$ cat src/selftest_regs.vh
// constants for the power-up self-test and preset sequencer
`ifndef SELFTEST_REGS_VH
`define SELFTEST_REGS_VH
// timing
`define CLK_HZ 20000000
`define DARK_TIME_MS 3000
`define DARK_CYCLES ((`CLK_HZ / 1000) * `DARK_TIME_MS)
`define TONE_TIME_MS 200
`define TONE_CYCLES ((`CLK_HZ / 1000) * `TONE_TIME_MS)
// register byte offsets
`define REG_CTRL 8'h00
`define REG_STATUS 8'h04
`define REG_IRQ_STAT 8'h08
`define REG_IRQ_EN 8'h0C
`define REG_IRQ_CLR 8'h10
`define REG_FAULT 8'h14
`define REG_LAMPS 8'h18
// ctrl bits
`define CTRL_TONE_EN 0
`define CTRL_RESTART 1
// irq bits
`define IRQ_FAULT 0
`define IRQ_DONE 1
// preset values
`define PRESET_POINTS 16'h0200
`define PRESET_HSCALE 16'h0001
`define UNIT_SECONDS 2'h1
`define UNIT_VOLTS 2'h2
// fault codes on horizontal lamps {alt, chopped_mode_lamp, b}
`define HCODE_RAM 3'h1
`define HCODE_ROM 3'h2
`define HCODE_CLOCK 3'h3
`define HCODE_DISPLAY 3'h4
`endif

$ cat src/powerup_selftest_preset_sequencer.v
// power-up lamp sequence, self-test runner, fault display and preset loader
// Function
// On a cold power-up with no backup power the block runs four self-tests.
// For about three seconds after power-up mode, intensity and red lamps stay dark.
// After the dark interval all mode, intensity and red lamps light together.
// A failed test lights all vertical lamps and a per-test code on horizontal lamps.
// While a fault code shows the sequence holds until any mode button is pressed.
// On success the warning tone sounds only when the rear tone switch is on.
// On success red, S and A lamps go off, vertical except LEFT, horizontal except B.
// On success a completion message is written to the readout.
// After success program memory is cleared and stored display set off, vectors.
// After success the points-per-waveform setting becomes 512.
// After success the working waveform selector becomes zero.
// After success every point of every waveform memory is written with zero.
// After success every waveform memory's vertical zero reference becomes zero.
// After success horizontal scale is 1, horizontal unit seconds, vertical unit volts.
// After success all constant registers are cleared and the logic output goes high.
// The dark interval is timed by a counter on the system clock of about three seconds.
// Presets are applied only after the last test and each write happens once.
`timescale 1ns/100ps
`include "selftest_regs.vh"
module powerup_selftest_preset_sequencer #(
   parameter DARK_CYCLES = `DARK_CYCLES,
   parameter TONE_CYCLES = `TONE_CYCLES,
   parameter PROG_AW = 10,
   parameter WAVE_AW = 12,
   parameter WAVE_N = 4,
   parameter CONST_AW = 7,
   parameter CONST_N = 100
) (
   // clock and reset
   input wire sys_clk,
   input wire reset_n,
   // power and panel inputs
   input wire backup_power,
   input wire tone_switch_on,
   input wire [3:0] vert_buttons,
   input wire [3:0] horiz_buttons,
   // self-test engine handshake
   output reg test_start,
   output reg [1:0] test_index,
   input wire test_done,
   input wire test_fail,
   // lamps: vertical {left,alt,chopped_mode_lamp,right}, horizontal {alt,chopped_mode_lamp,b,a}
   output reg [3:0] vert_lamps,
   output reg [3:0] horiz_lamps,
   output reg [3:0] intensity_lamps,
   output reg [7:0] red_lamps,
   output reg tone,
   output reg msg_write,
   // preset memory write port
   output reg mem_we,
   output reg [2:0] mem_sel,
   output reg [15:0] mem_addr,
   output reg [15:0] mem_wdata,
   // preset state outputs
   output reg stored_display_on,
   output reg vector_mode,
   output reg [15:0] points_per_wave,
   output reg [1:0] working_waveform_select,
   output reg logic_out,
   output reg sequence_done,
   // avalon-mm slave
   input wire [7:0] avs_address,
   input wire avs_read,
   input wire avs_write,
   input wire [31:0] avs_writedata,
   output reg [31:0] avs_readdata,
   output reg avs_waitrequest,
   output reg irq
);
   // states
   localparam S_IDLE = 9'h001;
   localparam S_DARK = 9'h002;
   localparam S_LIT = 9'h004;
   localparam S_TEST = 9'h008;
   localparam S_WAIT = 9'h010;
   localparam S_FAULT = 9'h020;
   localparam S_OK = 9'h040;
   localparam S_PRESET = 9'h080;
   localparam S_DONE = 9'h100;
   // memory selectors
   localparam M_PROG = 3'h0;
   localparam M_WAVE = 3'h1;
   localparam M_VZR = 3'h2;
   localparam M_HSC = 3'h3;
   localparam M_UNIT = 3'h4;
   localparam M_CONST = 3'h5;
   localparam M_END = 3'h6;

   // sequencer state, dark counter and captured fault data
   reg [8:0] state_q;
   reg [31:0] cnt_q;
   reg [1:0] idx_q;
   reg [2:0] hcode_q;
   reg [2:0] fault_seen_q;
   reg [3:0] fault_mask_q;
   // software-visible control and interrupt state
   reg tone_en_q;
   reg restart_q;
   reg [1:0] irq_stat_q;
   reg [1:0] irq_en_q;
   // preset walker position and tone timer
   reg [15:0] paddr_q;
   reg [2:0] psel_q;
   reg [31:0] tcnt_q;

   // horizontal fault code per test
   function [2:0] fault_code;
      input [1:0] idx;
      begin
         case (idx)
            2'd0: fault_code = `HCODE_RAM;
            2'd1: fault_code = `HCODE_ROM;
            2'd2: fault_code = `HCODE_CLOCK;
            default: fault_code = `HCODE_DISPLAY;
         endcase
      end
   endfunction

   // last address of each preset region
   function [15:0] region_last;
      input [2:0] sel;
      begin
         case (sel)
            M_PROG: region_last = (16'h0001 << PROG_AW) - 16'h0001;
            M_WAVE: region_last = (16'h0001 << WAVE_AW) * WAVE_N[15:0] - 16'h0001;
            M_CONST: region_last = CONST_N[15:0] - 16'h0001;
            default: region_last = WAVE_N[15:0] - 16'h0001;
         endcase
      end
   endfunction

   // event pulses from the sequencer
   wire ev_fault = (state_q == S_WAIT) && test_done && test_fail;
   wire ev_done = (state_q == S_PRESET) && (psel_q == M_END);
   wire any_button = (|vert_buttons) | (|horiz_buttons);
   wire bus_wr = avs_write && !avs_waitrequest;

   // main sequencer
   always @(posedge sys_clk or negedge reset_n) begin
      if (!reset_n) begin
         state_q <= S_IDLE;
         cnt_q <= 32'h00000000;
         idx_q <= 2'h0;
         hcode_q <= 3'h0;
         fault_seen_q <= 3'h0;
         fault_mask_q <= 4'h0;
         paddr_q <= 16'h0000;
         psel_q <= M_PROG;
      end else begin
         case (state_q)
            S_IDLE: begin
               // memory kept alive by backup: no test, no preset
               if (!backup_power) begin
                  state_q <= S_DARK;
               end else begin
                  state_q <= S_DONE;
               end
               cnt_q <= 32'h00000000;
            end
            S_DARK: begin
               // 32-bit count spans the whole interval at the default clock
               if (cnt_q >= DARK_CYCLES - 1) begin
                  state_q <= S_LIT;
               end else begin
                  cnt_q <= cnt_q + 32'h00000001;
               end
            end
            S_LIT: begin
               // lamps all light here, the first test follows
               idx_q <= 2'h0;
               state_q <= S_TEST;
            end
            // start strobe is raised by the output process
            S_TEST: state_q <= S_WAIT;
            S_WAIT: begin
               // verdict only trusted while test_done is high
               if (test_done) begin
                  if (test_fail) begin
                     hcode_q <= fault_code(idx_q);
                     fault_seen_q <= fault_code(idx_q);
                     fault_mask_q[idx_q] <= 1'b1;
                     state_q <= S_FAULT;
                  end else if (idx_q == 2'd3) begin
                     state_q <= S_OK;
                  end else begin
                     idx_q <= idx_q + 2'h1;
                     state_q <= S_TEST;
                  end
               end
            end
            S_FAULT: begin
               // hold until operator presses a mode button
               // limitation: a button already held on entry counts as a press
               if (any_button) begin
                  hcode_q <= 3'h0;
                  if (idx_q == 2'd3) begin
                     state_q <= S_OK;
                  end else begin
                     idx_q <= idx_q + 2'h1;
                     state_q <= S_TEST;
                  end
               end
            end
            S_OK: begin
               // presets start from the first region
               paddr_q <= 16'h0000;
               psel_q <= M_PROG;
               state_q <= S_PRESET;
            end
            S_PRESET: begin
               // one write per address, walking each region once
               if (psel_q == M_END) begin
                  state_q <= S_DONE;
               end else if (paddr_q == region_last(psel_q)) begin
                  paddr_q <= 16'h0000;
                  psel_q <= psel_q + 3'h1;
               end else begin
                  paddr_q <= paddr_q + 16'h0001;
               end
            end
            S_DONE: begin
               // restart honoured only here, a mid-run request is lost
               if (restart_q) begin
                  state_q <= S_IDLE;
                  fault_mask_q <= 4'h0;
               end
            end
            default: state_q <= S_IDLE;
         endcase
      end
   end

   // lamp, tone and preset outputs, all registered
   always @(posedge sys_clk or negedge reset_n) begin
      if (!reset_n) begin
         vert_lamps <= 4'h0;
         horiz_lamps <= 4'h0;
         intensity_lamps <= 4'h0;
         red_lamps <= 8'h00;
         tone <= 1'b0;
         tcnt_q <= 32'h00000000;
         msg_write <= 1'b0;
         test_start <= 1'b0;
         test_index <= 2'h0;
         mem_we <= 1'b0;
         mem_sel <= 3'h0;
         mem_addr <= 16'h0000;
         mem_wdata <= 16'h0000;
         stored_display_on <= 1'b0;
         vector_mode <= 1'b0;
         points_per_wave <= 16'h0000;
         working_waveform_select <= 2'h0;
         logic_out <= 1'b0;
         sequence_done <= 1'b0;
      end else begin
         // strobes default low; test_start and msg_write last a single cycle, mem_we stays high for the whole preset walk
         test_start <= (state_q == S_TEST);
         test_index <= idx_q;
         msg_write <= 1'b0;
         mem_we <= 1'b0;
         case (state_q)
            S_IDLE, S_DARK: begin
               // dark interval keeps panel lamps off
               vert_lamps <= 4'h0;
               horiz_lamps <= 4'h0;
               intensity_lamps <= 4'h0;
               red_lamps <= 8'h00;
               sequence_done <= 1'b0;
            end
            S_LIT: begin
               vert_lamps <= 4'hF;
               horiz_lamps <= 4'hF;
               intensity_lamps <= 4'hF;
               red_lamps <= 8'hFF;
            end
            S_FAULT: begin
               vert_lamps <= 4'hF;
               horiz_lamps <= {hcode_q, 1'b0};
            end
            S_OK: begin
               // intensity {s,a,x,y}: s and a go off
               red_lamps <= 8'h00;
               intensity_lamps <= intensity_lamps & 4'h3;
               vert_lamps <= 4'h8;
               horiz_lamps <= 4'h2;
               msg_write <= 1'b1;
               if (tone_switch_on && tone_en_q) begin
                  tone <= 1'b1;
                  tcnt_q <= 32'h00000000;
               end
            end
            S_PRESET: begin
               if (psel_q != M_END) begin
                  mem_we <= 1'b1;
                  mem_sel <= psel_q;
                  mem_addr <= paddr_q;
                  case (psel_q)
                     M_HSC: mem_wdata <= `PRESET_HSCALE;
                     M_UNIT: mem_wdata <= {12'h000, `UNIT_VOLTS, `UNIT_SECONDS};
                     // prog, wave, vzr, const all zero
                     default: mem_wdata <= 16'h0000;
                  endcase
               end else begin
                  stored_display_on <= 1'b0;
                  vector_mode <= 1'b1;
                  points_per_wave <= `PRESET_POINTS;
                  working_waveform_select <= 2'h0;
                  logic_out <= 1'b1;
                  sequence_done <= 1'b1;
               end
            end
            // other states keep the lamps as last set
            default: begin
            end
         endcase
         // tone length
         if (tone && state_q != S_OK) begin
            if (tcnt_q >= TONE_CYCLES - 1) begin
               tone <= 1'b0;
            end else begin
               tcnt_q <= tcnt_q + 32'h00000001;
            end
         end
      end
   end

   // avalon slave: one wait cycle per access, readdata valid with waitrequest low
   always @(posedge sys_clk or negedge reset_n) begin
      if (!reset_n) begin
         avs_waitrequest <= 1'b1;
         avs_readdata <= 32'h00000000;
         tone_en_q <= 1'b1;
         restart_q <= 1'b0;
         irq_en_q <= 2'h0;
         irq_stat_q <= 2'h0;
         irq <= 1'b0;
      end else begin
         restart_q <= 1'b0;
         avs_waitrequest <= !((avs_read || avs_write) && avs_waitrequest);
         // data captured in the wait cycle so it stands with waitrequest low
         if (avs_read && avs_waitrequest) begin
            case (avs_address)
               `REG_CTRL: avs_readdata <= {31'h0, tone_en_q};
               `REG_STATUS: avs_readdata <= {20'h0, fault_mask_q, state_q[8:1]};
               `REG_IRQ_STAT: avs_readdata <= {30'h0, irq_stat_q};
               `REG_IRQ_EN: avs_readdata <= {30'h0, irq_en_q};
               `REG_FAULT: avs_readdata <= {29'h0, fault_seen_q};
               `REG_LAMPS: avs_readdata <= {12'h0, red_lamps, intensity_lamps,
                                            horiz_lamps, vert_lamps};
               default: avs_readdata <= 32'h00000000;
            endcase
         end
         // writes land only in the cycle waitrequest is low
         if (bus_wr && avs_address == `REG_CTRL) begin
            tone_en_q <= avs_writedata[`CTRL_TONE_EN];
            restart_q <= avs_writedata[`CTRL_RESTART];
         end
         if (bus_wr && avs_address == `REG_IRQ_EN) begin
            irq_en_q <= avs_writedata[1:0];
         end
         // set wins over clear
         irq_stat_q[`IRQ_FAULT] <= ev_fault | (irq_stat_q[`IRQ_FAULT] &
            !(bus_wr && avs_address == `REG_IRQ_CLR && avs_writedata[`IRQ_FAULT]));
         irq_stat_q[`IRQ_DONE] <= ev_done | (irq_stat_q[`IRQ_DONE] &
            !(bus_wr && avs_address == `REG_IRQ_CLR && avs_writedata[`IRQ_DONE]));
         // registered output, so irq lags the status bit by one cycle
         irq <= |(irq_stat_q & irq_en_q);
      end
   end
endmodule

$ cat config.mk
export PLATFORM = sky130hd
export DESIGN_NAME = powerup_selftest_preset_sequencer
export DESIGN_NICKNAME = d
export VERILOG_FILES = /design/src/powerup_selftest_preset_sequencer.v
export VERILOG_INCLUDE_DIRS = /design/src /design/src/src
export SDC_FILE = /design/constraint.sdc
export NUM_CORES = 1
export LEC_CHECK = 0
export ABC_CLOCK_PERIOD_IN_PS = 5900
export BUFFER_PORTS_ARGS = -buffer_cell sky130_fd_sc_hd__buf_2
export CAP_MARGIN = 20
export CELL_PAD_IN_SITES_DETAIL_PLACEMENT = 1
export CELL_PAD_IN_SITES_GLOBAL_PLACEMENT = 1
export CORE_MARGIN = 4
export CORE_UTILIZATION = 45
export CTS_CLUSTER_DIAMETER = 50
export DETAILED_ROUTE_END_ITERATION = 10
export GPL_TIMING_DRIVEN = 0
export PLACE_DENSITY_LB_ADDON = 0.1
export SLEW_MARGIN = 5
export SYNTH_ARGS = -nofsm -noshare
export SYNTH_HDL_FRONTEND = slang
export SYNTH_SLANG_ARGS = --single-unit
$ cat constraint.sdc
create_clock -name sys_clk -period 5.9 [get_ports sys_clk]
set_input_delay 0.295 -clock sys_clk [delete_from_list [all_inputs] [get_ports sys_clk]]
set_output_delay 0.295 -clock sys_clk [all_outputs]
set_load 0.005 [all_outputs]
Word-level counts from Yosys, hierarchy flattened
Cells that the tools add are included.
{"block": "totals", "reg_bits": 207, "in_bits": 56, "output_inout_bits": 117, "wordCells": 193}
{"block": "op_classes", "n_addsub": 5, "magnitude_cmp": 4, "eq_ne": 37, "muxes": 56, "bitwise_logic": 9, "n_reduce_logical": 51}
{"op": "two-way mux 32 bit", "count": 5}
{"op": "one-hot mux 20 bit (6 select lines)", "count": 1}
{"op": "one-hot mux 9 bit (9 select lines)", "count": 1}
{"op": "adder 32 x 1 -> 32 bit (second input constant)", "count": 2}
{"op": "two-way mux 16 bit", "count": 4}
{"op": "one-hot mux 32 bit (2 select lines)", "count": 1}
{"op": "two-way mux 9 bit", "count": 6}
{"op": "one-hot mux 14 bit (3 select lines)", "count": 1}
{"op": ">= comparator 32 x 22 -> 1 bit (second input constant)", "count": 1}
{"op": ">= comparator 32 x 26 -> 1 bit (second input constant)", "count": 1}
{"op": "one-hot mux 16 bit (2 select lines)", "count": 1}
{"op": "== test 8 x 5 -> 1 bit (second input constant)", "count": 3}
{"op": "one-hot mux 4 bit (3 select lines)", "count": 2}
{"op": "!= test 2 bit (second input constant)", "count": 9}
{"op": "adder 16 x 1 -> 16 bit (second input constant)", "count": 1}
{"op": "== test 16 bit", "count": 1}
{"op": "== test 8 x 4 -> 1 bit (second input constant)", "count": 2}
{"op": "one-hot mux 4 bit (2 select lines)", "count": 2}
{"op": "one-hot mux 4 bit (4 select lines)", "count": 1}
{"op": "one-hot mux 8 bit (2 select lines)", "count": 1}
{"op": "two-way mux 3 bit", "count": 5}
{"op": "logical AND 1 bit", "count": 14}
{"op": "two-way mux 7 bit", "count": 2}
{"op": "nonzero test 2 bit", "count": 7}
{"op": "49 further kinds", "count": 88}

Logic depth before layout (Yosys ltp)
Gate-level depths: netlist of run 1.
{"block": "depth", "word_depth": 8, "ltp_mapped": 9, "ltp_nobuf": 7}

Least setup slack after synthesis of run 1
No wires, ideal clock.
{"block": "synth_timing", "path_type": "flip-flop to flip-flop", "startpoint": "register state_q[3]", "endpoint": "register cnt_q[20]", "setup_ps": 78, "arrival_time_ps": 2368, "required_ps": 5822, "path_slack_ps": 3454, "path_stages_with_launch": 9, "path_buffers": 3, "synth_period_minus_slack_ps": 2446, "path_cell_list": "dfrtp_1 > buf_6 > nor4_4 > nand2_2 > or4_1 > clkbuf_2 > buf_6 > or4_1 > a21oi_1"}
{"block": "synth_between", "elab_chain_len": 3, "word_cells_on_any_way": 6, "classes_between": "3 x eq/ne; 1 x mux; 2 x reduce/logical"}
{"element": "start: declaration", "line": "powerup_selftest_preset_sequencer.v:92", "source": "reg [8:0] state_q;"}
{"element": "start signal: assignment", "line": "powerup_selftest_preset_sequencer.v:143", "source": "state_q <= S_IDLE;"}
{"element": "start signal: assignment", "line": "powerup_selftest_preset_sequencer.v:156", "source": "state_q <= S_DARK;"}
{"element": "start signal: assignment", "line": "powerup_selftest_preset_sequencer.v:158", "source": "state_q <= S_DONE;"}
{"element": "== test 9 x 2 -> 1 bit / == test 9 x 1 -> 1 bit (equally long branches)", "line": "powerup_selftest_preset_sequencer.v:152", "source": "case (state_q)"}
{"element": "!= test 2 bit (no source line) / nonzero test 2 bit (equally long branches)"}
{"element": "AND reduction 2 bit (no source line)"}
{"element": "end signal: assignment", "line": "powerup_selftest_preset_sequencer.v:167", "source": "cnt_q <= cnt_q + 32'h00000001;"}
{"element": "end: declaration", "line": "powerup_selftest_preset_sequencer.v:93", "source": "reg [31:0] cnt_q;"}
Parallel ways exist; a longest one is shown, timed or not.
A chain may end at the register's enable or synchronous reset.

Worst setup path after layout of run 1
{"block": "layout_timing", "startpoint": "register state_q[6]", "endpoint": "register cnt_q[2]"}
Same word-level chain as after synthesis.

==> results of run 1 <==
Yosys cell counts, types with 7 or more instances:
cell type	instances
sky130_fd_sc_hd__dfrtp_1	160
sky130_fd_sc_hd__nand2_1	138
sky130_fd_sc_hd__buf_4	64
sky130_fd_sc_hd__nand3_1	43
sky130_fd_sc_hd__nor2_1	41
sky130_fd_sc_hd__o21ai_0	39
sky130_fd_sc_hd__clkbuf_1	34
sky130_fd_sc_hd__or4_1	34
sky130_fd_sc_hd__a21oi_1	29
sky130_fd_sc_hd__nand4_1	29
sky130_fd_sc_hd__nor3_1	27
sky130_fd_sc_hd__nor4_1	26
sky130_fd_sc_hd__mux2i_1	22
sky130_fd_sc_hd__o31ai_1	21
sky130_fd_sc_hd__inv_1	20
sky130_fd_sc_hd__and2_1	19
sky130_fd_sc_hd__and3_1	14
sky130_fd_sc_hd__or3_1	12
sky130_fd_sc_hd__ha_1	11
sky130_fd_sc_hd__a22oi_1	10
sky130_fd_sc_hd__o211ai_1	10
sky130_fd_sc_hd__and4_1	9
sky130_fd_sc_hd__xnor2_1	9
sky130_fd_sc_hd__nand2b_1	7
sky130_fd_sc_hd__nor4b_1	7
sky130_fd_sc_hd__xor2_1	7
flip-flops by register name, indices dropped and copies added (netlist names), 4 cells and up:
name	cells
avs_readdata	13
fault_mask_q	4
horiz_lamps	4
paddr_q	16
mem_addr	16
tcnt_q	32
cnt_q	32
state_q	9
cells in the final DEF, fill, tap and decap left out, drive strengths merged, types with 5 or more instances in the layout:
| cell | netlist | layout |
|---|---|---|
| xnor2 | 9 | 9 |
| inv | 20 | 20 |
| o21ai | 39 | 39 |
| buf | 70 | 167 |
| or4 | 34 | 34 |
| nand3 | 43 | 43 |
| nand2b | 7 | 7 |
| conb | 1 | 44 |
| clkbuf | 35 | 59 |
| mux2i | 22 | 22 |
| and4 | 9 | 9 |
| nor4b | 7 | 7 |
| o31ai | 21 | 21 |
| a22oi | 10 | 10 |
| or2 | 6 | 6 |
| nor3 | 27 | 27 |
| and2 | 19 | 19 |
| nand4 | 29 | 29 |
| dfrtp | 160 | 160 |
| xor2 | 7 | 7 |
| a21oi | 29 | 29 |
| a21o | 5 | 5 |
| ha | 11 | 11 |
| nor4 | 28 | 28 |
| mux2 | 5 | 5 |
| o211ai | 10 | 10 |
| a22o | 6 | 6 |
| and3 | 14 | 14 |
| nor2 | 41 | 41 |
| nor2b | 6 | 6 |
| nand2 | 139 | 139 |
| or3 | 12 | 12 |
power by group:
group,switching (uW),internal [uW],total (uW)
Combinational,443,280,723
Sequential,128,1220,1350
Clock,451,720,1170
Total,1020,2220,3240
stage by stage:
step / hold slack (ns) / util (%) / instances / setup WS [ns] / instance area [sq um]
floorplan: -0.000591 / - / 967 / 3.45 / 8800
global placement: 0.429 / 51.0 / 1297 / 1.96 / 9580
detailed placement: 0.252 / 51.2 / 1298 / 2.88 / 9610
CTS: 0.0215 / 54.6 / 1331 / 2.84 / 10200
global route: 0.0644 / 54.6 / 1332 / 2.58 / 10300
finish: 0.0417 / 54.6 / 1332 / 2.82 / 10300
how the worst min path moves through the flow:
stage | slack (ns) | startpoint | to
4_1_cts | 0.02 | avs_write | avs_waitrequest
2_1_floorplan | -0.0006 | reset_n | avs_readdata[0]
3_5_place_dp | 0.25 | reset_n | avs_readdata[8]
3_3_place_gp | 0.43 | idx_q[1] | test_index[1]
6_report | 0.04 | avs_write | avs_waitrequest
5_1_grt | 0.06 | avs_write | avs_waitrequest
logic make-up after synthesis:
family / count (synthesis) / synth area share (%)
AO/OA/AOI/OAI: 150 / 11.4
XOR/XNOR: 16 / 1.62
adder cells (fa/ha/maj): 11 / 1.59
buffers and inverters: 125 / 8.41
flip-flops: 163 / 47.2
multiplexers: 27 / 3.20
other: 1 / 0.0434
AND/OR/NAND/NOR: 431 / 26.4
metal layers:
layer / vias up / wire, um / global-route usage (%)
met5: - / 0 / 0
met4: 0 / 136 / 3.72
met3: 11 / 1100 / 4.69
met2: 187 / 12100 / 39.8
met1: 3794 / 10900 / 30.9
li1: 3571 / - / -
final cells by class:
class                           instances  area [sq um]  area share [%]
Clock buffer                           23           498            4.86
Sequential cell                       163          4080            39.8
Buffer                                105           652            6.36
Inverter                               20          75.1           0.732
Clock inverter                          9           125            1.22
Multi-Input combinational cell        679          3990            38.9
Timing Repair Buffer                   99           533            5.20
Tap cell                              234           293            2.86
critical path, cell delays in order (launching register included):
cell,delay [ns]
sky130_fd_sc_hd__dfrtp_1,0.36
sky130_fd_sc_hd__clkbuf_1,0.22
sky130_fd_sc_hd__nor3_1,0.50
sky130_fd_sc_hd__nand2_2,0.16
sky130_fd_sc_hd__or4_1,0.55
sky130_fd_sc_hd__clkbuf_2,0.22
sky130_fd_sc_hd__buf_6,0.19
sky130_fd_sc_hd__clkbuf_1,0.27
sky130_fd_sc_hd__o31ai_1,0.32
sky130_fd_sc_hd__a21oi_1,0.11
what timing repair did:
action / CTS / global route
endpoints found under the hold margin: 55 / 0
hold buffers: 1 / 0
endpoints found under the setup margin: 0 / 0
==> metrics.md, run 1 <==
| Metric | Value |
|---|---|
| Result of the run | finished, final reports clean |
| Global-route congestion overflow total | 0 |
| R2R Setup Slk | 2.82 ns |
| Clk Latency, worst-skew pair | 0.43 ns |
| Worst flop-to-flop path startpoint | state_q[6] |
| Final Routed Wirelength | 24.3 mm |
| Gp weighted congestion | 0.842 |
| Clock tree from TritonCTS | done |
| Overall via count from detail_route | 7,563 |
| Minimum clock period after layout | 3.08 ns |
| Number of max-capacitance violations reported | 0 |
| Synth-to-Final Area Change | 18.6% |
| Yosys warns | 0 |
| Transition time at the pin with the least slew margin | 1.02 ns |
| Endpoint class of the critical path | flip-flop |
| Relative slew slack | 31.2% |
| Total core area | 18,800 sq um |
| Synth Instances | 924 |
| Post-route fraction of the period consumed by the critical path | 52.1% |
| Cell accounting for the most synthesized area | sky130_fd_sc_hd__dfrtp_1 |
| N_diodes | 0 |
| Last element of the critical path | cnt_q[2] |
| Clock buffers created by TritonCTS | 17 |
| Fin. Hold Viols | 0 |
| Total power consumption of the routed design | 3240 uW |
| Post-Syn Area per Cell | 9.35 sq um |
| Cell variety after synth | 63 |
| Flip-flop cell with the highest count after synthesis | sky130_fd_sc_hd__dfrtp_1 |
| Post-Synthesis Cell Area | 8640 sq um |
| Number of buffers added for setup after CTS | 0 |
| Maximum net fanout on the critical path | 10 |
| DPL Wire Length | 17.3 mm |
| Sinks on the clock net | 163 |
| PostCTS Resize Cnt | 0 |
| Start-to-end type of the worst setup path | reg -> reg |
| Clock-pin slew of the registers on the worst-case setup and hold paths | 0.07 ns |
| DRC violations left | 0 |
| Sequential cell area fraction in the yosys report | 47.2% |
| Remaining antenna violation count | 0 |
| Starting Density | 46.0% |
| Worst clock skew on the final layout | 0.0127 ns |
| End of the worst register-to-register path | cnt_q[2] |
| Hold Path Depth | 2 |
| Buffer type at the clock tree root | sky130_fd_sc_hd__clkbuf_16 |
| Mean routed wirelength per cell | 18.3 um |
| Power density relative to cell area | 316 nW/um^2 |
| Setup repair after global routing missed its margin | false |
| # setup viols final | 0 |
| Top-Level Pins | 173 |
| Startpoint type of the worst setup path | flip-flop |
| VDD IR max | 259 uV |
| Overall global routing resource usage | 23.2% |
| Startpoint of the most critical setup path | state_q[6] |
| LEAKAGE | 0.00496 uW |
| Setup TNS after final layout | 0 ns |
| Initial antenna violation count | 0 |
| Initial detailed-routing violation count | 300 |
| Die footprint | 21,500 sq um |
| Depth of the CTS H-tree | 4 |
| Worst endpoint data arrival time | 3.34 ns |
| Length of the first detailed-routing pass in iterations | 5 |
| Proportion of layout cells with a drive suffix above 1 | 19.9% |
| Number of vias per cell after detailed routing | 5.68 |
| Port-buffer cells | 96 |
| Largest cells by area after synthesis | sky130_fd_sc_hd__dfrtp_1 (46%), sky130_fd_sc_hd__nand2_1 (6.0%), sky130_fd_sc_hd__buf_4 (5.6%), sky130_fd_sc_hd__or4_1 (3.0%), sky130_fd_sc_hd__mux2i_1 (2.5%) |
| Number of enable flip-flop cells after synthesis | 0 |
| Vias in the first global route | 7,789 |
| Maximum root-to-sink buffer count | 2 |
| Standard-cell row count | 50 |
| Synthesized flop and latch total | 163 |
| Nets | 1,152 |
| Vertical die dimension | 147 um |
| Count of final max-slew check failures | 0 |
| Fraction of post-synthesis cell area in the top cell type by area | 46.3% |
| Die width | 147 um |
| Async set-reset flop share out of synthesis | 100% |
| Maximum achievable frequency | 325 MHz |
| Pin count of the biggest net entering global routing | 108 |
| WP data required | 6.16 ns |
| First-pass GRT wire length | 41.1 mm |
| Path type of the worst min-delay path | in -> reg |
| Logic depth of the worst register-to-register path | 9 |
| Filler Cell Count | 2,240 |
No activity file was read; power rests on OpenSTA's default activity.
==> run 2: changes to the inputs <==
- ABC_AREA: unset -> 1
- ABC_CLOCK_PERIOD_IN_PS: 5900 -> 2600
- CORE_UTILIZATION: 45 -> 37
- clock period: 5.9 -> 2.6 ns (I/O delays scaled with it)
==> run 2 against run 1 <==
Sequential cell count stayed put. Via count rose by 16%. Global-route usage is 3.2 points lower. Critical path type unchanged.
==> metrics.md, run 2 <==
| Metric | Value |
|---|---|
| Result of the run | finished, final reports clean |
| Maximum root-to-sink buffer count | 2 |
| # setup viols final | 0 |
| WP data required | 2.94 ns |
| Gp weighted congestion | 0.813 |
| Worst endpoint data arrival time | 2.61 ns |
| Yosys warns | 0 |
| Path type of the worst min-delay path | in -> reg |
| DRC violations left | 0 |
| Proportion of power drawn by flip-flops and latches | 41.4% |
| Post-Syn Area per Cell | 7.16 sq um |
| Mean routed wirelength per cell | 15.0 um |
| Length of the first detailed-routing pass in iterations | 4 |
| Standard-cell row count | 58 |
| VDD IR max | 475 uV |
| Final Routed Wirelength | 27.4 mm |
| Filler Cell Count | 3,259 |
| DPL Wire Length | 20.8 mm |
| Net switching share of the total power | 32.4% |
| Number of max-capacitance violations reported | 0 |
| Synthesized flop and latch total | 163 |
| Logic depth of the worst register-to-register path | 7 |
| Sequential cell area fraction in the yosys report | 43.2% |
| Sinks on the clock net | 163 |
| Largest cells by area after synthesis | sky130_fd_sc_hd__dfrtp_1 (42%), sky130_fd_sc_hd__nand2_1 (16%), sky130_fd_sc_hd__nor2_1 (6.8%), sky130_fd_sc_hd__inv_1 (6.4%), sky130_fd_sc_hd__buf_4 (5.3%) |
| Maximum net fanout on the critical path | 10 |
| Minimum clock period after layout | 2.27 ns |
| Post-route cell area | 11,200 sq um |
| Vertical die dimension | 168 um |
| Depth of the CTS H-tree | 4 |
| Cell Int Power | 4570 uW |
| Post-Synthesis Cell Area | 9440 sq um |
| Number of buffers added for setup after CTS | 0 |
| Worst clock skew on the final layout | 0.0171 ns |
| Die footprint | 28,100 sq um |
| Transition time at the pin with the least slew margin | 0.646 ns |
| Commonest non-fill, non-tap cell in the layout | sky130_fd_sc_hd__nand2_1 |
| Synth Instances | 1,318 |
| Count of final max-slew check failures | 0 |
| Number of vias per cell after detailed routing | 4.79 |
| Final setup margin | 0.329 ns |
| Number of enable flip-flop cells after synthesis | 0 |
| Synth-to-Final Area Change | 18.6% |
| Relative slew slack | 56.9% |
| Final Hold Slack | 0.0900 ns |
| Endpoint class of the critical path | flip-flop |
| Port-buffer cells | 98 |
| Power spent charging and discharging nets | 2190 uW |
| Clock tree from TritonCTS | done |
| First-pass GRT wire length | 46.4 mm |
| Global-route congestion overflow total | 0 |
| Initial detailed-routing violation count | 360 |
| Cell accounting for the most synthesized area | sky130_fd_sc_hd__dfrtp_1 |
| Hold Path Depth | 3 |
| Largest regs | cnt_q (32), tcnt_q (32) |
| Startpoint type of the worst setup path | flip-flop |
| Post-route fraction of the period consumed by the critical path | 87.3% |
| Maximum achievable frequency | 440 MHz |
| Top-Level Pins | 173 |
| Minimum setup slack after placement | 0.336 ns |
| Pin count of the biggest net entering global routing | 88 |
| Clk Latency, worst-skew pair | 0.43 ns |
| Buffer type at the clock tree root | sky130_fd_sc_hd__clkbuf_16 |
| Most numerous cell types in the synthesized netlist | sky130_fd_sc_hd__nand2_1 (394), sky130_fd_sc_hd__nor2_1 (172), sky130_fd_sc_hd__inv_1 (162), sky130_fd_sc_hd__dfrtp_1 (160), sky130_fd_sc_hd__nand3_1 (95) |
| Remaining antenna violation count | 0 |
| Fraction of power consumed by combinational cells | 20.2% |
| LEAKAGE | 0.00596 uW |
| Flip-flop cell with the highest count after synthesis | sky130_fd_sc_hd__dfrtp_1 |
| Clock network fraction of design power | 38.4% |
| Final cell utilization of the core | 44.6% |
| Power density relative to cell area | 604 nW/um^2 |
| Total core area | 25,100 sq um |
| Initial antenna violation count | 0 |
| Async set-reset flop share out of synthesis | 100% |
| Overall global routing resource usage | 20.0% |
| Die width | 168 um |
| Nets | 1,552 |
| Setup repair after global routing missed its margin | false |
| Fraction of post-synthesis cell area in the top cell type by area | 42.4% |
| Start-to-end type of the worst setup path | reg -> reg |
| Most used standard cell by instance count after synthesis | sky130_fd_sc_hd__nand2_1 |
| Fin. Hold Viols | 0 |
| Proportion of layout cells with a drive suffix above 1 | 16.0% |
| Cell variety after synth | 37 |
| Most frequent cells in the layout | sky130_fd_sc_hd__nand2_1 (394), sky130_fd_sc_hd__nor2_1 (172), sky130_fd_sc_hd__inv_1 (162) |
| Post-Place Cell Area | 10,500 sq um |
| Setup TNS after final layout | 0 ns |
| Starting Density | 37.6% |
| Clock buffers created by TritonCTS | 17 |
| Overall via count from detail_route | 8,757 |
| Clock-pin slew of the registers on the worst-case setup and hold paths | 0.07 ns |
| Vias in the first global route | 9,142 |
| N_diodes | 0 |
run 2: cell count changes in the layout (fill, tap and decap cells not counted), sizes merged, moves of 13 or more:
cell,delta
o31ai,-20
mux2i,-22
or4,-34
o22ai,+13
nor2,+139
o21ai,+35
and2,-19
xor2,+13
nand2,+266
inv,+157
clkbuf,-30
nand3,+52
nor4,-28
run 2: layer usage:
metal	track usage, %	wire length, um	up-vias	part of all wire (%)
met5	0	0	-	0
met4	3.88	269	0	0.98
met3	3.26	881	20	3.2
met2	34.9	13300	136	49
met1	26.4	12900	4225	47
li1	-	-	4376	-
run 2: critical path: stages, from the launching register on:
cell and delay, ns:
sky130_fd_sc_hd__dfrtp_1 0.40, sky130_fd_sc_hd__nor2_1 0.21, sky130_fd_sc_hd__nand3_1 0.18, sky130_fd_sc_hd__nor3_2 0.51
sky130_fd_sc_hd__nand2_1 0.34, sky130_fd_sc_hd__nand2_2 0.30, sky130_fd_sc_hd__nand4_1 0.12, sky130_fd_sc_hd__o21ai_0 0.12
run 2: kinds of logic after synthesis:
group | count (synthesis) | share of synthesized area [%]
other cells | 1 | 0.0397
compound gates | 117 | 6.75
flops | 163 | 43.2
simple gates | 741 | 32.9
fa+ha+maj | 11 | 1.46
xor+xnor | 28 | 2.60
buf+inv | 257 | 13.0
run 2: power groups by stage:
stage	Clock [uW]	Sequential, uW	Combinational [uW]
CTS	2660	2800	1380
detailed placement	0	2850	1360
global route	2770	2820	1540
global placement	0	2840	1330
floorplan	0	2820	842
finish	2590	2800	1370
run 2: repair_timing:
item,in CTS,in global routing
gates resized for setup,0,0
endpoints found under the setup margin,0,0
hold buffers,6,0
hold endpoints to repair,79,0
run 2: path summary, 6_finish.rpt:
| kind | start | endpoint | slack (ns) |
|---|---|---|---|
| worst max register to register | state_q[4] | paddr_q[12] | 0.33 |
| min in group asynchronous | reset_n | irq_en_q[0] | 0.27 |
| worst min-delay path | test_done | irq_stat_q[0] | 0.09 |
| max in group asynchronous | reset_n | cnt_q[8] | 1.51 |
| worst min register to register | idx_q[1] | test_index[1] | 0.47 |
| worst max-delay path | state_q[4] | paddr_q[12] | 0.33 |
run 2: area by class of cell:
type,instances,area [sq um],area share (%)
flip-flops and latches,163,4080,36.5
plain buffers,87,587,5.24
repair buffers,105,588,5.25
well taps,330,413,3.69
clock inverters,15,170,1.52
inverters,170,641,5.72
multi-input cells,941,4290,38.3
clock buffers,17,425,3.80
run 2: metrics by stage:
stage | std cells | power (uW)
6_report | 1828 | 6760
3_5_place_dp | 1790 | 4210
3_3_place_gp | 1789 | 4170
4_1_cts | 1828 | 6840
5_1_grt | 1828 | 7130
2_1_floorplan | 1361 | 3660
==> run 3: changes to the inputs <==
==> constraint.sdc (replaced) <==
create_clock -name sys_clk -period 2.6 [get_ports sys_clk]
set_input_delay 0.26 -clock sys_clk [delete_from_list [all_inputs] [get_ports sys_clk]]
set_output_delay 0.26 -clock sys_clk [all_outputs]
set_load 0.005 [all_outputs]
==> run 3 against run 2 <==
Global-route usage about the same. Final area decreased by 0.36%. Combinational power about the same. Sequential cell count unchanged. Hold slack got worse by 0.080 ns. Sequential power barely moved. Clock power about the same. Largest cell class unchanged. Worst setup slack gained 0.00052 ns. Routed wire length barely moved.
==> metrics.md, run 3 (synthesis gave the netlist of run 2 again) <==
| Metric | Value |
|---|---|
| Final cell utilization of the core | 44.4% |
| Hold Path Depth | 2 |
| Start-to-end type of the worst setup path | reg -> reg |
| Standard-cell row count | 58 |
| Minimum setup slack after placement | 0.336 ns |
| Mean routed wirelength per cell | 15.0 um |
| Post-Place Cell Area | 10,500 sq um |
| Gp weighted congestion | 0.813 |
| PostCTS Resize Cnt | 0 |
| Power density relative to cell area | 606 nW/um^2 |
| Die width | 168 um |
| Final setup margin | 0.330 ns |
| Initial antenna violation count | 0 |
| Relative slew slack | 56.6% |
| Crit path buf inv count | 0 |
| CP cell instances | nor2_1, nand3_1, nor3_2, nand2_1, nand2_2, nand4_1, o21ai_0 |
| WP data required | 2.94 ns |
| Setup repair after global routing missed its margin | false |
| Critical-path cell with the highest stage delay | sky130_fd_sc_hd__nor3_2 |
| First-pass GRT wire length | 46.4 mm |
| Port-buffer cells | 98 |
| N_diodes | 0 |
| Pin count of the biggest net entering global routing | 88 |
| Final Routed Wirelength | 27.4 mm |
| Maximum root-to-sink buffer count | 2 |
| # setup viols final | 0 |
| DPL Wire Length | 20.8 mm |
| Nets | 1,548 |
| Transition time at the pin with the least slew margin | 0.651 ns |
| Vertical die dimension | 168 um |
| Path type of the worst min-delay path | in -> reg |
| Remaining antenna violation count | 0 |
| Total core area | 25,100 sq um |
| Post-route fraction of the period consumed by the critical path | 87.3% |
| Depth of the CTS H-tree | 4 |
| Initial detailed-routing violation count | 338 |
| Maximum achievable frequency | 440 MHz |
| DRC violations left | 0 |
| Overall global routing resource usage | 20.0% |
| Result of the run | finished, final reports clean |
| Most frequent cells in the layout | sky130_fd_sc_hd__nand2_1 (394), sky130_fd_sc_hd__nor2_1 (172), sky130_fd_sc_hd__inv_1 (162) |
| Endpoint class of the critical path | flip-flop |
| Top-Level Pins | 173 |
| Clock-pin slew of the registers on the worst-case setup and hold paths | 0.07 ns |
| Clk Latency, worst-skew pair | 0.43 ns |
| Synth-to-Final Area Change | 18.2% |
| Filler Cell Count | 3,258 |
| Fin. Hold Viols | 0 |
| Starting Density | 37.6% |
| Total power consumption of the routed design | 6760 uW |
| Largest delay share family, worst path | simple AND/OR/NAND/NOR gates |
| Overall via count from detail_route | 8,717 |
| Proportion of layout cells with a drive suffix above 1 | 16.1% |
| Number of vias per cell after detailed routing | 4.78 |
| Minimum clock period after layout | 2.27 ns |
| Post-route cell area | 11,200 sq um |
| Count of final max-slew check failures | 0 |
| Vias in the first global route | 9,136 |
| LEAKAGE | 0.00594 uW |
| Global-route congestion overflow total | 0 |
| Worst clock skew on the final layout | 0.0170 ns |
| Maximum net fanout on the critical path | 10 |
| Die footprint | 28,100 sq um |
| Number of max-capacitance violations reported | 0 |
| Length of the first detailed-routing pass in iterations | 4 |
| Depth of the critical timing path with buffers and inverters included | 7 |
| Startpoint type of the worst setup path | flip-flop |
| VDD IR max | 476 uV |
| Largest regs | cnt_q (32), tcnt_q (32) |
| Sinks on the clock net | 163 |
| Clock buffers created by TritonCTS | 17 |
| Buffer type at the clock tree root | sky130_fd_sc_hd__clkbuf_16 |
| Commonest non-fill, non-tap cell in the layout | sky130_fd_sc_hd__nand2_1 |
| Logic depth of the worst register-to-register path | 7 |
| Worst endpoint data arrival time | 2.61 ns |
| Clock tree from TritonCTS | done |
| Worst stage delay on the critical path | 0.50 ns |
==> run 3: cell count changes in the layout (fill, tap and decap cells not counted) <==
cell | previous run | this run
sky130_fd_sc_hd__dlygate4sd3_1 | 6 | 2
==> run 3: layer usage <==
layer  part of all wire, %  GRT usage (%)  up-vias
li1                      -              -     4367
met1                    47           26.4     4205
met2                    49           34.8      125
met3                   3.2           3.26       20
met4                  0.98           3.88        0
met5                     0              0        -
==> run 3: through the flow <==
stage          cells  hold WS, ns  setup TNS (ns)
3_5_place_dp    1790        0.304               0
2_1_floorplan   1361      -0.0356               0
5_1_grt         1824      0.00521               0
4_1_cts         1824      0.00220               0
6_report        1824       0.0102               0
3_3_place_gp    1789        0.429         -235.17
==> run 3: final cells by class <==
type	instances	area (sq um)	area share [%]
Buffer	87	587	5.26
Clock buffer	17	425	3.81
Clock inverter	15	170	1.53
Inverter	170	641	5.74
Multi-Input combinational cell	941	4290	38.5
Sequential cell	163	4080	36.6
Tap cell	330	413	3.70
Timing Repair Buffer	101	548	4.91
==> run 3: worst paths after layout <==
kind | start | endpoint | slack, ns
worst max register to register | state_q[4] | paddr_q[12] | 0.33
min in group asynchronous | reset_n | irq_en_q[0] | 0.39
worst max-delay path | state_q[4] | paddr_q[12] | 0.33
worst min register to register | idx_q[1] | test_index[1] | 0.47
max in group asynchronous | reset_n | tcnt_q[13] | 1.37
worst min-delay path | avs_write | avs_waitrequest | 0.01
==> run 3: where the power goes <==
group | switching (uW) | leakage, uW | internal, uW | total (uW)
Clock | 1150 | 0.000288 | 1440 | 2600
Sequential | 119 | 0.00213 | 2680 | 2800
Combinational | 919 | 0.00353 | 442 | 1360
==> run 3: what timing repair did <==
| action | 4_1_cts | 5_1_grt |
|---|---|---|
| endpoints found under the hold margin | 74 | 0 |
| setup buffers | 0 | 0 |
| hold buffers | 2 | 0 |
